### src/core/acdp_pkg.sv
// Package for the auxiliary control and dual data pointer block.
// Assumes a single 40 MHz core clock and Avalon-MM register access.
package acdp_pkg;
	// Register word addresses (byte address = index * 4)
	localparam logic [3:0] ADDR_AUX_CTRL = 4'h0;
	localparam logic [3:0] ADDR_PTR_LOW = 4'h1;
	localparam logic [3:0] ADDR_PTR_HIGH = 4'h2;
	localparam logic [3:0] ADDR_PTR_OP = 4'h3;
	localparam logic [3:0] ADDR_PTR_STATUS = 4'h4;
	localparam logic [3:0] ADDR_CFG_ADDR = 4'h5;
	localparam logic [3:0] ADDR_CFG_DATA = 4'h6;
	// Auxiliary control field positions
	localparam int BIT_SELECT = 0;
	localparam int BIT_RSVD = 1;
	localparam int BIT_ZERO = 2;
	localparam int BIT_SOFT_RESET = 3;
	localparam int BIT_BROWNOUT_OFF = 6;
	localparam logic [7:0] AUX_RESET = 8'h00;
	// Bits software may store; bit 2 is never stored, bit 3 is never held
	localparam logic [7:0] AUX_WMASK = 8'hF3;
	localparam logic [15:0] PTR_RESET = 16'h0000;
	localparam logic [15:0] PTR_ONE = 16'h0001;
	localparam logic [15:0] RESTART_ADDR = 16'h0000;
	// Pointer operation codes, written to ADDR_PTR_OP bits [2:0]
	localparam logic [2:0] OP_NONE = 3'h0;
	localparam logic [2:0] OP_INC = 3'h1;
	localparam logic [2:0] OP_LOAD = 3'h2;
	localparam logic [2:0] OP_JUMP = 3'h3;
	localparam logic [2:0] OP_CODE_RD = 3'h4;
	localparam logic [2:0] OP_DATA_RD = 3'h5;
	localparam logic [2:0] OP_DATA_WR = 3'h6;
	// Configuration window reached by data-memory accesses
	localparam int CFG_WORDS = 4;
	localparam logic [15:0] CFG_BASE = 16'hFD00;
	// Cycles the soft reset pulse is held
	localparam int RESET_NS = 100;
	localparam int CLK_MHZ = 40;
	localparam int RESET_CYCLES = (RESET_NS * CLK_MHZ + 999) / 1000;
	typedef enum logic [1:0] {
		ACDP_IDLE = 2'b00,
		ACDP_RESP = 2'b01
	} acdp_bus_t;
endpackage

### src/core/acdp_ptr_pair.sv
// Holds the two 16-bit data pointers and applies the selected update.
// Assumes the caller presents at most one update per cycle.
`timescale 1ns/1ps
module acdp_ptr_pair (
	input wire logic core_clk,
	input wire logic rst_n,
	input wire logic clear,
	input wire logic select,
	input wire logic inc,
	input wire logic load,
	input wire logic [15:0] load_val,
	input wire logic wr_low,
	input wire logic wr_high,
	input wire logic [7:0] wr_byte,
	output logic [15:0] active
);
	logic [15:0] ptr_q [2];
	logic [15:0] ptr_d [2];

	always_comb begin
		ptr_d = ptr_q;
		if (clear) begin
			ptr_d[0] = acdp_pkg::PTR_RESET;
			ptr_d[1] = acdp_pkg::PTR_RESET;
		end else if (inc) begin
			ptr_d[select] = ptr_q[select] + acdp_pkg::PTR_ONE; // RULE3
		end else if (load) begin
			ptr_d[select] = load_val; // RULE3
		end else if (wr_low) begin
			ptr_d[select][7:0] = wr_byte; // RULE4
		end else if (wr_high) begin
			ptr_d[select][15:8] = wr_byte; // RULE4
		end
	end

	always_ff @(posedge core_clk or negedge rst_n) begin
		if (!rst_n) begin
			ptr_q[0] <= acdp_pkg::PTR_RESET;
			ptr_q[1] <= acdp_pkg::PTR_RESET;
		end else begin
			ptr_q <= ptr_d;
		end
	end

	// Only the selected pointer is visible outside
	assign active = ptr_q[select]; // RULE2
endmodule // acdp_ptr_pair

### src/core/acdp_aux_ctrl.sv
// Auxiliary control register with soft reset, dual data pointers and
// brownout disable, reached over Avalon-MM with waitrequest.
// Assumes the core clock at 40 MHz and a host that holds each request.
//
// Notes on behaviour
// RULE1: Writing bit 3 resets the whole chip
// RULE2: Two pointers; select bit hides the other
// RULE3: Pointer operations use the selected pointer
// RULE4: Byte register access hits selected pointer
// RULE5: Bit 2 reads zero, ignores writes
// RULE6: Data accesses reach only configuration bytes
// RULE7: Brownout off bit disables detector
// RULE8: Software avoids setting reset bit accidentally
// RULE9: Register returns to reset value afterwards
//
// Register access over Avalon-MM and the placing of the registers were decided locally.
`timescale 1ns/1ps
module acdp_aux_ctrl (
	input wire logic core_clk,
	input wire logic rst_n,
	input wire logic [3:0] avs_address,
	input wire logic avs_read,
	input wire logic avs_write,
	input wire logic [31:0] avs_writedata,
	input wire logic [3:0] avs_byteenable,
	output logic [31:0] avs_readdata,
	output logic avs_waitrequest,
	output logic chip_reset_req,
	output logic [15:0] restart_pc,
	output logic [15:0] jump_target,
	output logic jump_valid,
	output logic [15:0] code_addr,
	output logic code_rd_valid,
	output logic brownout_detect_en
);
	acdp_pkg::acdp_bus_t state_q, state_d;
	logic [7:0] aux_q, aux_d;
	logic [7:0] cfg_q [acdp_pkg::CFG_WORDS];
	logic [7:0] cfg_d [acdp_pkg::CFG_WORDS];
	logic [31:0] rdata_q, rdata_d;
	logic wait_q, wait_d;
	logic [7:0] rst_cnt_q, rst_cnt_d;
	logic rst_req_q, rst_req_d;
	logic [15:0] jump_q, jump_d;
	logic jv_q, jv_d;
	logic [15:0] caddr_q, caddr_d;
	logic crv_q, crv_d;
	logic bod_en_q, bod_en_d;
	logic [15:0] restart_q;
	logic [7:0] last_cfg_q, last_cfg_d;
	logic cfg_hit_q, cfg_hit_d;
	logic [15:0] data_pointer;
	logic wr_take, rd_take;
	logic p_inc, p_load, p_low, p_high;

	// True when the pointer lands in the configuration window
	function automatic logic cfg_hit(input logic [15:0] a);
		return a >= acdp_pkg::CFG_BASE &&
			a < acdp_pkg::CFG_BASE + 16'(acdp_pkg::CFG_WORDS);
	endfunction

	function automatic logic [1:0] cfg_idx(input logic [15:0] a);
		logic [15:0] off;
		off = a - acdp_pkg::CFG_BASE;
		return off[1:0];
	endfunction

	assign wr_take = (state_q == acdp_pkg::ACDP_IDLE) && avs_write && avs_byteenable[0];
	assign rd_take = (state_q == acdp_pkg::ACDP_IDLE) && avs_read;
	wire logic [2:0] op_code = avs_writedata[2:0];
	wire logic is_op = wr_take && (avs_address == acdp_pkg::ADDR_PTR_OP);
	assign p_inc = is_op && (op_code == acdp_pkg::OP_INC);
	assign p_load = is_op && (op_code == acdp_pkg::OP_LOAD);
	assign p_low = wr_take && (avs_address == acdp_pkg::ADDR_PTR_LOW);
	assign p_high = wr_take && (avs_address == acdp_pkg::ADDR_PTR_HIGH);

	acdp_ptr_pair u_ptrs (
		.core_clk(core_clk),
		.rst_n(rst_n),
		.clear(rst_req_q),
		.select(aux_q[acdp_pkg::BIT_SELECT]),
		.inc(p_inc),
		.load(p_load),
		.load_val(avs_writedata[31:16]),
		.wr_low(p_low),
		.wr_high(p_high),
		.wr_byte(avs_writedata[7:0]),
		.active(data_pointer)
	);

	// Bus handshake: every access answers one cycle after it is taken
	always_comb begin
		state_d = state_q;
		wait_d = 1'b1;
		unique case (state_q)
			acdp_pkg::ACDP_IDLE: begin
				if (avs_read || avs_write) begin
					state_d = acdp_pkg::ACDP_RESP;
					wait_d = 1'b0;
				end
			end
			acdp_pkg::ACDP_RESP: begin
				state_d = acdp_pkg::ACDP_IDLE;
			end
		endcase
	end

	always_ff @(posedge core_clk or negedge rst_n) begin
		if (!rst_n) begin
			state_q <= acdp_pkg::ACDP_IDLE;
			wait_q <= 1'b1;
		end else begin
			state_q <= state_d;
			wait_q <= wait_d;
		end
	end

	// Register contents, pointer operations and soft reset
	always_comb begin
		aux_d = aux_q;
		cfg_d = cfg_q;
		rst_cnt_d = rst_cnt_q;
		rst_req_d = rst_req_q;
		jump_d = jump_q;
		jv_d = 1'b0;
		caddr_d = caddr_q;
		crv_d = 1'b0;
		last_cfg_d = last_cfg_q;
		cfg_hit_d = cfg_hit_q;
		if (rst_req_q) begin
			aux_d = acdp_pkg::AUX_RESET; // RULE9
			for (int i = 0; i < acdp_pkg::CFG_WORDS; i++) begin
				cfg_d[i] = 8'h00;
			end
			if (rst_cnt_q == 8'h00) begin
				rst_req_d = 1'b0;
			end else begin
				rst_cnt_d = rst_cnt_q - 8'h01;
			end
		end else if (wr_take) begin
			unique case (avs_address)
				acdp_pkg::ADDR_AUX_CTRL: begin
					// Bit 2 dropped, bit 3 never stored
					aux_d = avs_writedata[7:0] & acdp_pkg::AUX_WMASK; // RULE5
					if (avs_writedata[acdp_pkg::BIT_SOFT_RESET]) begin // RULE1
						// Keep the written bits out so brownout and select do not glitch
						aux_d = acdp_pkg::AUX_RESET;
						rst_req_d = 1'b1;
						rst_cnt_d = 8'(acdp_pkg::RESET_CYCLES - 1);
					end
				end
				acdp_pkg::ADDR_PTR_OP: begin
					if (op_code == acdp_pkg::OP_JUMP) begin
						jump_d = data_pointer + 16'(avs_writedata[15:8]); // RULE3
						jv_d = 1'b1;
					end else if (op_code == acdp_pkg::OP_CODE_RD) begin
						caddr_d = data_pointer + 16'(avs_writedata[15:8]); // RULE3
						crv_d = 1'b1;
					end else if (op_code == acdp_pkg::OP_DATA_RD) begin
						cfg_hit_d = cfg_hit(data_pointer); // RULE6
						last_cfg_d = cfg_hit(data_pointer) ? cfg_q[cfg_idx(data_pointer)] : 8'h00;
					end else if (op_code == acdp_pkg::OP_DATA_WR && cfg_hit(data_pointer)) begin
						cfg_d[cfg_idx(data_pointer)] = avs_writedata[23:16]; // RULE6
					end
				end
				default: begin
				end
			endcase
		end
	end

	always_ff @(posedge core_clk or negedge rst_n) begin
		if (!rst_n) begin
			aux_q <= acdp_pkg::AUX_RESET;
			for (int i = 0; i < acdp_pkg::CFG_WORDS; i++) begin
				cfg_q[i] <= 8'h00;
			end
			rst_cnt_q <= 8'h00;
			rst_req_q <= 1'b0;
			jump_q <= 16'h0000;
			jv_q <= 1'b0;
			caddr_q <= 16'h0000;
			crv_q <= 1'b0;
			last_cfg_q <= 8'h00;
			cfg_hit_q <= 1'b0;
		end else begin
			aux_q <= aux_d;
			cfg_q <= cfg_d;
			rst_cnt_q <= rst_cnt_d;
			rst_req_q <= rst_req_d;
			jump_q <= jump_d;
			jv_q <= jv_d;
			caddr_q <= caddr_d;
			crv_q <= crv_d;
			last_cfg_q <= last_cfg_d;
			cfg_hit_q <= cfg_hit_d;
		end
	end

	// Read data and brownout enable
	always_comb begin
		rdata_d = rdata_q;
		bod_en_d = !aux_q[acdp_pkg::BIT_BROWNOUT_OFF]; // RULE7
		if (rd_take) begin
			unique case (avs_address)
				acdp_pkg::ADDR_AUX_CTRL: rdata_d = {24'h000000, aux_q}; // RULE5
				acdp_pkg::ADDR_PTR_LOW: rdata_d = {24'h000000, data_pointer[7:0]}; // RULE4
				acdp_pkg::ADDR_PTR_HIGH: rdata_d = {24'h000000, data_pointer[15:8]}; // RULE4
				acdp_pkg::ADDR_PTR_STATUS: rdata_d = {16'h0000, data_pointer}; // RULE2
				acdp_pkg::ADDR_CFG_ADDR: rdata_d = {16'h0000, caddr_q};
				acdp_pkg::ADDR_CFG_DATA: rdata_d = {23'h000000, cfg_hit_q, last_cfg_q};
				default: rdata_d = 32'h00000000;
			endcase
		end
	end

	always_ff @(posedge core_clk or negedge rst_n) begin
		if (!rst_n) begin
			rdata_q <= 32'h00000000;
			bod_en_q <= 1'b1;
			restart_q <= acdp_pkg::RESTART_ADDR;
		end else begin
			rdata_q <= rdata_d;
			bod_en_q <= bod_en_d;
			restart_q <= acdp_pkg::RESTART_ADDR;
		end
	end

	assign avs_readdata = rdata_q;
	assign avs_waitrequest = wait_q;
	assign chip_reset_req = rst_req_q; // RULE1
	assign restart_pc = restart_q; // RULE1
	assign jump_target = jump_q;
	assign jump_valid = jv_q;
	assign code_addr = caddr_q;
	assign code_rd_valid = crv_q;
	assign brownout_detect_en = bod_en_q;
endmodule // acdp_aux_ctrl

### config.mk
export PLATFORM = sky130hd
export DESIGN_NAME = acdp_aux_ctrl
export DESIGN_NICKNAME = d
export VERILOG_FILES = /design/src/core/acdp_pkg.sv /design/src/core/acdp_ptr_pair.sv /design/src/core/acdp_aux_ctrl.sv
export SDC_FILE = /design/constraint.sdc
export NUM_CORES = 1
export LEC_CHECK = 0
export BUFFER_PORTS_ARGS = -buffer_cell sky130_fd_sc_hd__buf_2
export CORE_ASPECT_RATIO = 0.9
export CORE_MARGIN = 4
export CORE_UTILIZATION = 30
export CTS_CLUSTER_DIAMETER = 30
export DETAILED_ROUTE_END_ITERATION = 8
export PLACE_DENSITY = 0.54
export SETUP_SLACK_MARGIN = 0.5
export SLEW_MARGIN = 20
export SYNTH_ARGS = -nofsm -noshare
export SYNTH_HDL_FRONTEND = slang
export SYNTH_SLANG_ARGS = --single-unit
export TNS_END_PERCENT = 20
### constraint.sdc
create_clock -name core_clk -period 3.4 [get_ports core_clk]
set_input_delay 0.17 -clock core_clk [delete_from_list [all_inputs] [get_ports core_clk]]
set_output_delay 0.17 -clock core_clk [all_outputs]
set_load 0.05 [all_outputs]
# Word-level counts from Yosys, hierarchy flattened
# Cells that the tools add are included.
# Widths: inputs -> output; s select.
[op_classes]
eq_ne = 18
bitwise = 5
magnitude_cmp = 6
n_mux = 60
div_mod_pow = 0
add_sub_neg = 4
n_reduce_logical = 29
shift = 0
multipliers = 0
[ops]
columns = ["op", "n"]
rows = [
  ["$mux 32", 12],
  ["$bwmux 32", 5],
  ["$mux 8", 14],
  ["$pmux 16 s6", 1],
  ["$mux 16", 5],
  ["$demux 16 s1", 3],
  ["$add 16x1->16 const B", 1],
  ["$add 16x8->16", 1],
  ["$bmux 8 s2", 1],
  ["$demux 8 s2", 1],
  ["$ge 16x16->1 const B", 1],
  ["$lt 16x16->1 const B", 1],
  ["$mux 1", 16],
  ["$eq 4x3->1 const B", 3],
  ["$logic_and 1x1->1", 12],
  ["$reduce_and 6->1", 2],
  ["$reduce_bool 2->1", 5],
  ["$eq 3x3->1 const B", 3],
  ["$eq 4x2->1 const B", 2],
  ["$logic_not 8->1", 1],
  ["$ne 2x2->1 const B", 4],
  ["$reduce_and 4->1", 2],
  ["$sub 8x1->8 const B", 1],
  ["$eq 3x2->1 const B", 2],
  ["other kinds (21)", 23],
]
[totals]
mem_bits_rw = 0
inputBits = 44
mem_bits_ro = 0
register_bits = 160
n_memories = 0
latch_bits = 0
elab_cells = 141

# Longest topological paths before layout
[logic_depth]
word_depth = 18
depth_mapped = 14
ltp_nobuf = 11

# Cells and area by module
# A second synthesis with hierarchy kept.
[hier_totals]
hier_cells = 862
hier_area_um2 = 8252.9
[modules_own_cells]
columns = ["mod", "cells_per_inst", "n_inst", "area_per_inst_um2"]
rows = [
  ["acdp_aux_ctrl", 564, 1, 5735.5],
  ["acdp_ptr_pair", 298, 1, 2517.4],
]

# Least setup slack after synthesis
# OpenSTA, ideal clock, no wires.
[synth_timing]
kind = "reg-to-reg"
startpoint = "register aux_q[0]"
endpoint = "register caddr_q[15] (netlist: code_addr[15])"
path_slack_ps = 396
period_less_slack_ps = 3004
n_path_buf = 4
path_stages_with_launch = 14
arrival_ps = 2879
cell_sequence = "dfrtp_1 > buf_6 > buf_6 > buf_8 > buf_8 > mux2i_4 > inv_4 > ha_1 > a211oi_1 > o21ai_0 > a31oi_1 > nor2_1 > xnor2_1 > mux2_2"
[synth_via]
elab_chain_cells = 5
[synth_lines]
columns = ["element", "line", "rtl"]
rows = [
  ["start: declaration", "acdp_aux_ctrl.sv:37", "logic [7:0] aux_q, aux_d;"],
  ["start signal: assignment", "acdp_aux_ctrl.sv:174", "aux_q <= acdp_pkg::AUX_RESET;"],
  ["start signal: assignment", "acdp_aux_ctrl.sv:187", "aux_q <= aux_d;"],
  ["$not 1->2 (implied by the code)", "acdp_ptr_pair.sv:46", "assign active = ptr_q[select];"],
  ["$mux 16 (implied by the code) (3 in series)", "acdp_ptr_pair.sv:46", ""],
  ["$add 16x8->16", "acdp_aux_ctrl.sv:157", "caddr_d = data_pointer + 16'(avs_writedata[15:8]);"],
  ["end signal: assignment", "acdp_aux_ctrl.sv:193", "caddr_q <= caddr_d;"],
  ["end: declaration", "acdp_aux_ctrl.sv:46", "logic [15:0] caddr_q, caddr_d;"],
]
# No other way between the ends. The select of a mux whose other input is x is not followed.
# A chain may end at the register's enable or synchronous reset.

# Worst setup path in the final report
[layout_timing]
startpoint = "register aux_q[0]"
endpoint = "register caddr_q[8] (netlist: code_addr[8])"
# Same word-level chain as after synthesis.

==> run summary <==
After the first detailed-routing iteration, the DRC count stood at 581. The die covers 30430 um^2. The logs give 0 ns for the setup total negative slack and 2 for the maximum number of buffers from clock root to sink.

Combined area of the multi-input logic cells: 4434 um^2. The cell count after synthesis came out at 816. The die span in x works out to 183.4 um.

The required time of the critical path is 3.71 ns. Setup violations remaining at the end of the flow were counted as 0. For the max-slew violation count, the log shows 0. On the final layout, the worst clock skew is 0.008958 ns.

For the pin with the worst max-slew slack, the measured transition is 0.9326 ns. The clock transition at the register clock pins on the worst setup and hold paths after CTS works out to 0.06 ns. The worst setup path is captured at a register. Cells with a size suffix above 1 make up 23.31% of the layout. Measured on the finished design, the core utilization comes to 35.77%. Buffers placed on the I/O ports in this run total 93. Initial antenna violation count: 1.

The slowest stage of the critical path belongs to the cell dfrtp_2. From bottom edge to top edge, the die measures 165.9 um. The run gives 0.43 ns as the later-pin clock latency in the skew report. The warning count from the yosys run was 0. Among all flip-flop cells after synthesis, the most frequent one is dfrtp_1.

In the layout the commonest cells are 138 x dfrtp_1, 92 x buf_2, 72 x nor2_1. The library cell used most frequently in the layout, excluding fill and tap cells, is dfrtp_1. The floorplan has 57 rows. The logs give 25.24 mm for the final routed wirelength across all metal layers and 2748 for the number of fill cells in the layout.

The via count of the first global-routing pass was 6287. Relative to the synthesized area, the layout overhead comes to 16.97%. The instance area after placement is 9021 um^2.

The worst setup path is launched from a register. The global routing usage summed across all routing layers is 16.44%. The detail-routed via count per cell is 5.267.

Power spread over the standard cell area amounts to 460.9 nW/um^2. The register area was 3532 um^2. The smallest clock period supported by the final layout is computed as 2.763 ns. Detailed placement finished with a half-perimeter wire length of 18.59 mm. The placeable core region is 27170 um^2. The tools report the clock root buffer master as clkbuf_16. The H-tree was split into 4 levels. In this run the static leakage power is 0.004767 uW. Once detail routing completed, the nets flagged for antenna violations numbered 0.

Summing all non-filler instances in the final layout gives an area of 9721 um^2. The largest driver fanout on the critical path came out at 6. Grouping stages by cell kind, the critical path spends the most delay in multiplexers. Dividing the final minimum period by the clock period gives 81.26%. In this run, CTS created clock tree buffers numbering 17.

Summed over all instances, the cell type with the most area after synthesis is dfrtp_1. The number of placed I/O pins is 129. TritonCTS built the clock tree. The netlist uses 78 different library cells. Number of buffers and inverters on the critical path: 3. The starting utilization of the core area came out at 30.58%. Along the worst hold path, the cell count comes to 3. A synthesized cell averages 10.18 um^2. Across the run, the number of max-cap violations was 0.

In this run, synthesis produced a sequential element count of 141. Count of cell instances traversed by the critical path: 10. The worst-case IR drop observed on VDD is 0.3024 mV. The first global-routing pass estimated 39.01 mm of wire.

The share of synthesized area occupied by flip-flops and latches is 42.49%. The finished layout holds 1272 standard cells, fillers aside. The number of antenna diodes in the final layout is 0. The setup path with the least slack is of type register to register. The number of cells on the worst reg-to-reg path is 10. In the final design database the tool counted 964 nets. The detailed-route via count is 6700. At the end of routability-driven placement, the weighted congestion stood at 0.8841. The number of sinks handled by clock tree synthesis came out at 141.

After global routing the overflow that remains totals 0. By instance count, the cell type seen most on the critical path is buf_4. The type of the most critical hold path was primary input to register. The first detailed-routing pass ran for 7 iterations. After detailed routing, the average wire length per cell comes to 19.84 um. The logs give 3.07 ns for the critical path data arrival time and 1235 for the post-placement cell count. The run finished with clean final reports. The top cell type by area accounts for 41.85% of the synthesized area. The post-synthesis instance area came out at 8310 um^2. The share of flip-flops with an asynchronous set or reset after synthesis came out at 100.0%. In the post-synthesis netlist, the biggest area contributors are dfrtp_1 42%, mux2i_1 4.6%, mux2_2 4.5%. The run gives 0.3619 GHz as the maximum achievable frequency. The worst slew margin relative to its limit came out at 37.56%. Setup repair after global routing could not meet its margin everywhere. The final hold violation count was 0; the post-detailed-route DRC marker count was 0.

The synthesized design contains 0 enable-type register cells. For this run, the slowest stage of the critical path takes 0.47 ns. Walking the worst path, the cells encountered are buf_4 > mux2i_2 > inv_1 > ha_1 > nor2b_2 > o2111ai_1 > a31oi_2 > buf_4 > xnor2_1 > mux2_2. Entering global routing, the biggest net connects 87 pins.
==> cells by family (layout without fill, tap and decap cells) <==
family	after synthesis	after routing	synth area share (%)
simple gates	255	255	16.02
compound gates	212	212	18.16
flops	141	141	42.49
buf+inv	88	159	6.399
mux	81	81	12.12
xor+xnor	23	23	2.424
fa+ha+maj	15	15	2.349
other cells	1	32	0.04512
==> path summary, 6_finish.rpt <==
check                         start                 end  slack (ns)
setup / recovery           aux_q[0]        code_addr[8]        0.64
hold / removal             avs_read          state_q[0]        0.06
setup reg to reg           aux_q[0]        code_addr[8]        0.64
hold reg to reg            aux_q[6]  brownout_detect_en        0.44
max in group asynchronous     rst_n     avs_waitrequest        2.21
min in group asynchronous     rst_n        rst_cnt_q[6]        0.37
==> sequential cells by signal, summed over array words and instances, names as in the netlist <==
register,cells
code_addr,16
state_q,1
chip_reset_req,1
jump_valid,1
brownout_detect_en,1
last_cfg_q,8
avs_readdata,16
cfg_hit_q,1
avs_waitrequest,1
aux_q,6
code_rd_valid,1
rst_cnt_q,8
jump_target,16
u_ptrs.ptr_q,32
cfg_q,32
==> metrics by stage <==
step,power (uW),hold slack [ns],setup slack [ns]
2_1_floorplan,2332,-0.1256,0.4694
3_3_place_gp,2527,0.3028,0.3760
3_5_place_dp,2536,0.3068,0.3483
4_1_cts,4508,0.05525,0.5069
5_1_grt,4652,0.06445,0.4955
6_report,4480,0.06295,0.6372
==> final cells by class <==
cell class | count | share of cell area, %
clock buffer | 20 | 4.698
tap | 354 | 4.557
inverter | 14 | 0.5664
timing repair buffer | 113 | 6.590
multi-input combinational | 618 | 45.62
sequential | 141 | 36.34
clock inverter | 12 | 1.635
==> Yosys cell counts, types with 6 or more instances <==
cell      instances
a21o_1           13
a21oi_1          26
a221oi_1          7
a222oi_1          9
a22o_1           34
a22oi_1          15
a31oi_1           9
and2_1            6
and3_1            9
buf_2            15
buf_4            38
clkbuf_1         16
dfrtp_1         139
ha_1             14
inv_1            12
mux2_2           33
mux2i_1          38
mux4_1            8
nand2_1          64
nand2b_1          7
nand3_1          24
nand3b_1          9
nor2_1           72
nor2b_1           9
nor3_1           17
o21a_1            7
o21ai_0          48
xnor2_1          18
==> worst register-to-register path: stages, from the launching register on <==
cell	delay (ns)
dfrtp_2	0.47
buf_4	0.19
mux2i_2	0.32
inv_1	0.12
ha_1	0.34
nor2b_2	0.18
o2111ai_1	0.27
a31oi_2	0.18
buf_4	0.17
xnor2_1	0.13
mux2_2	0.28
==> power by group <==
part           switching [uW]  internal, uW  leakage [uW]
logic                     491           201       0.00253
registers                76.6          1750       0.00194
clock network             763          1200      0.000297
total                    1330          3150       0.00477
==> per-layer routing <==
metal,global-route usage [%],part of all wire [%],vias to the layer above,wire [um]
met1,25.31,49,3313,12440
met2,23.91,44,198,11070
li1,-,-,3163,-
met5,0,0.048,-,12
met3,2.760,5.5,24,1400
met4,4.080,1.2,2,310
==> what timing repair did <==
action                                  CTS  global route
hold buffers                              1             0
pin swaps                                 1             2
gates resized for setup                   1            11
setup buffers                             4             0
endpoints found under the setup margin   19            56
hold endpoints to repair                 84             0
Note: power is estimated with default switching activity, not from simulation.
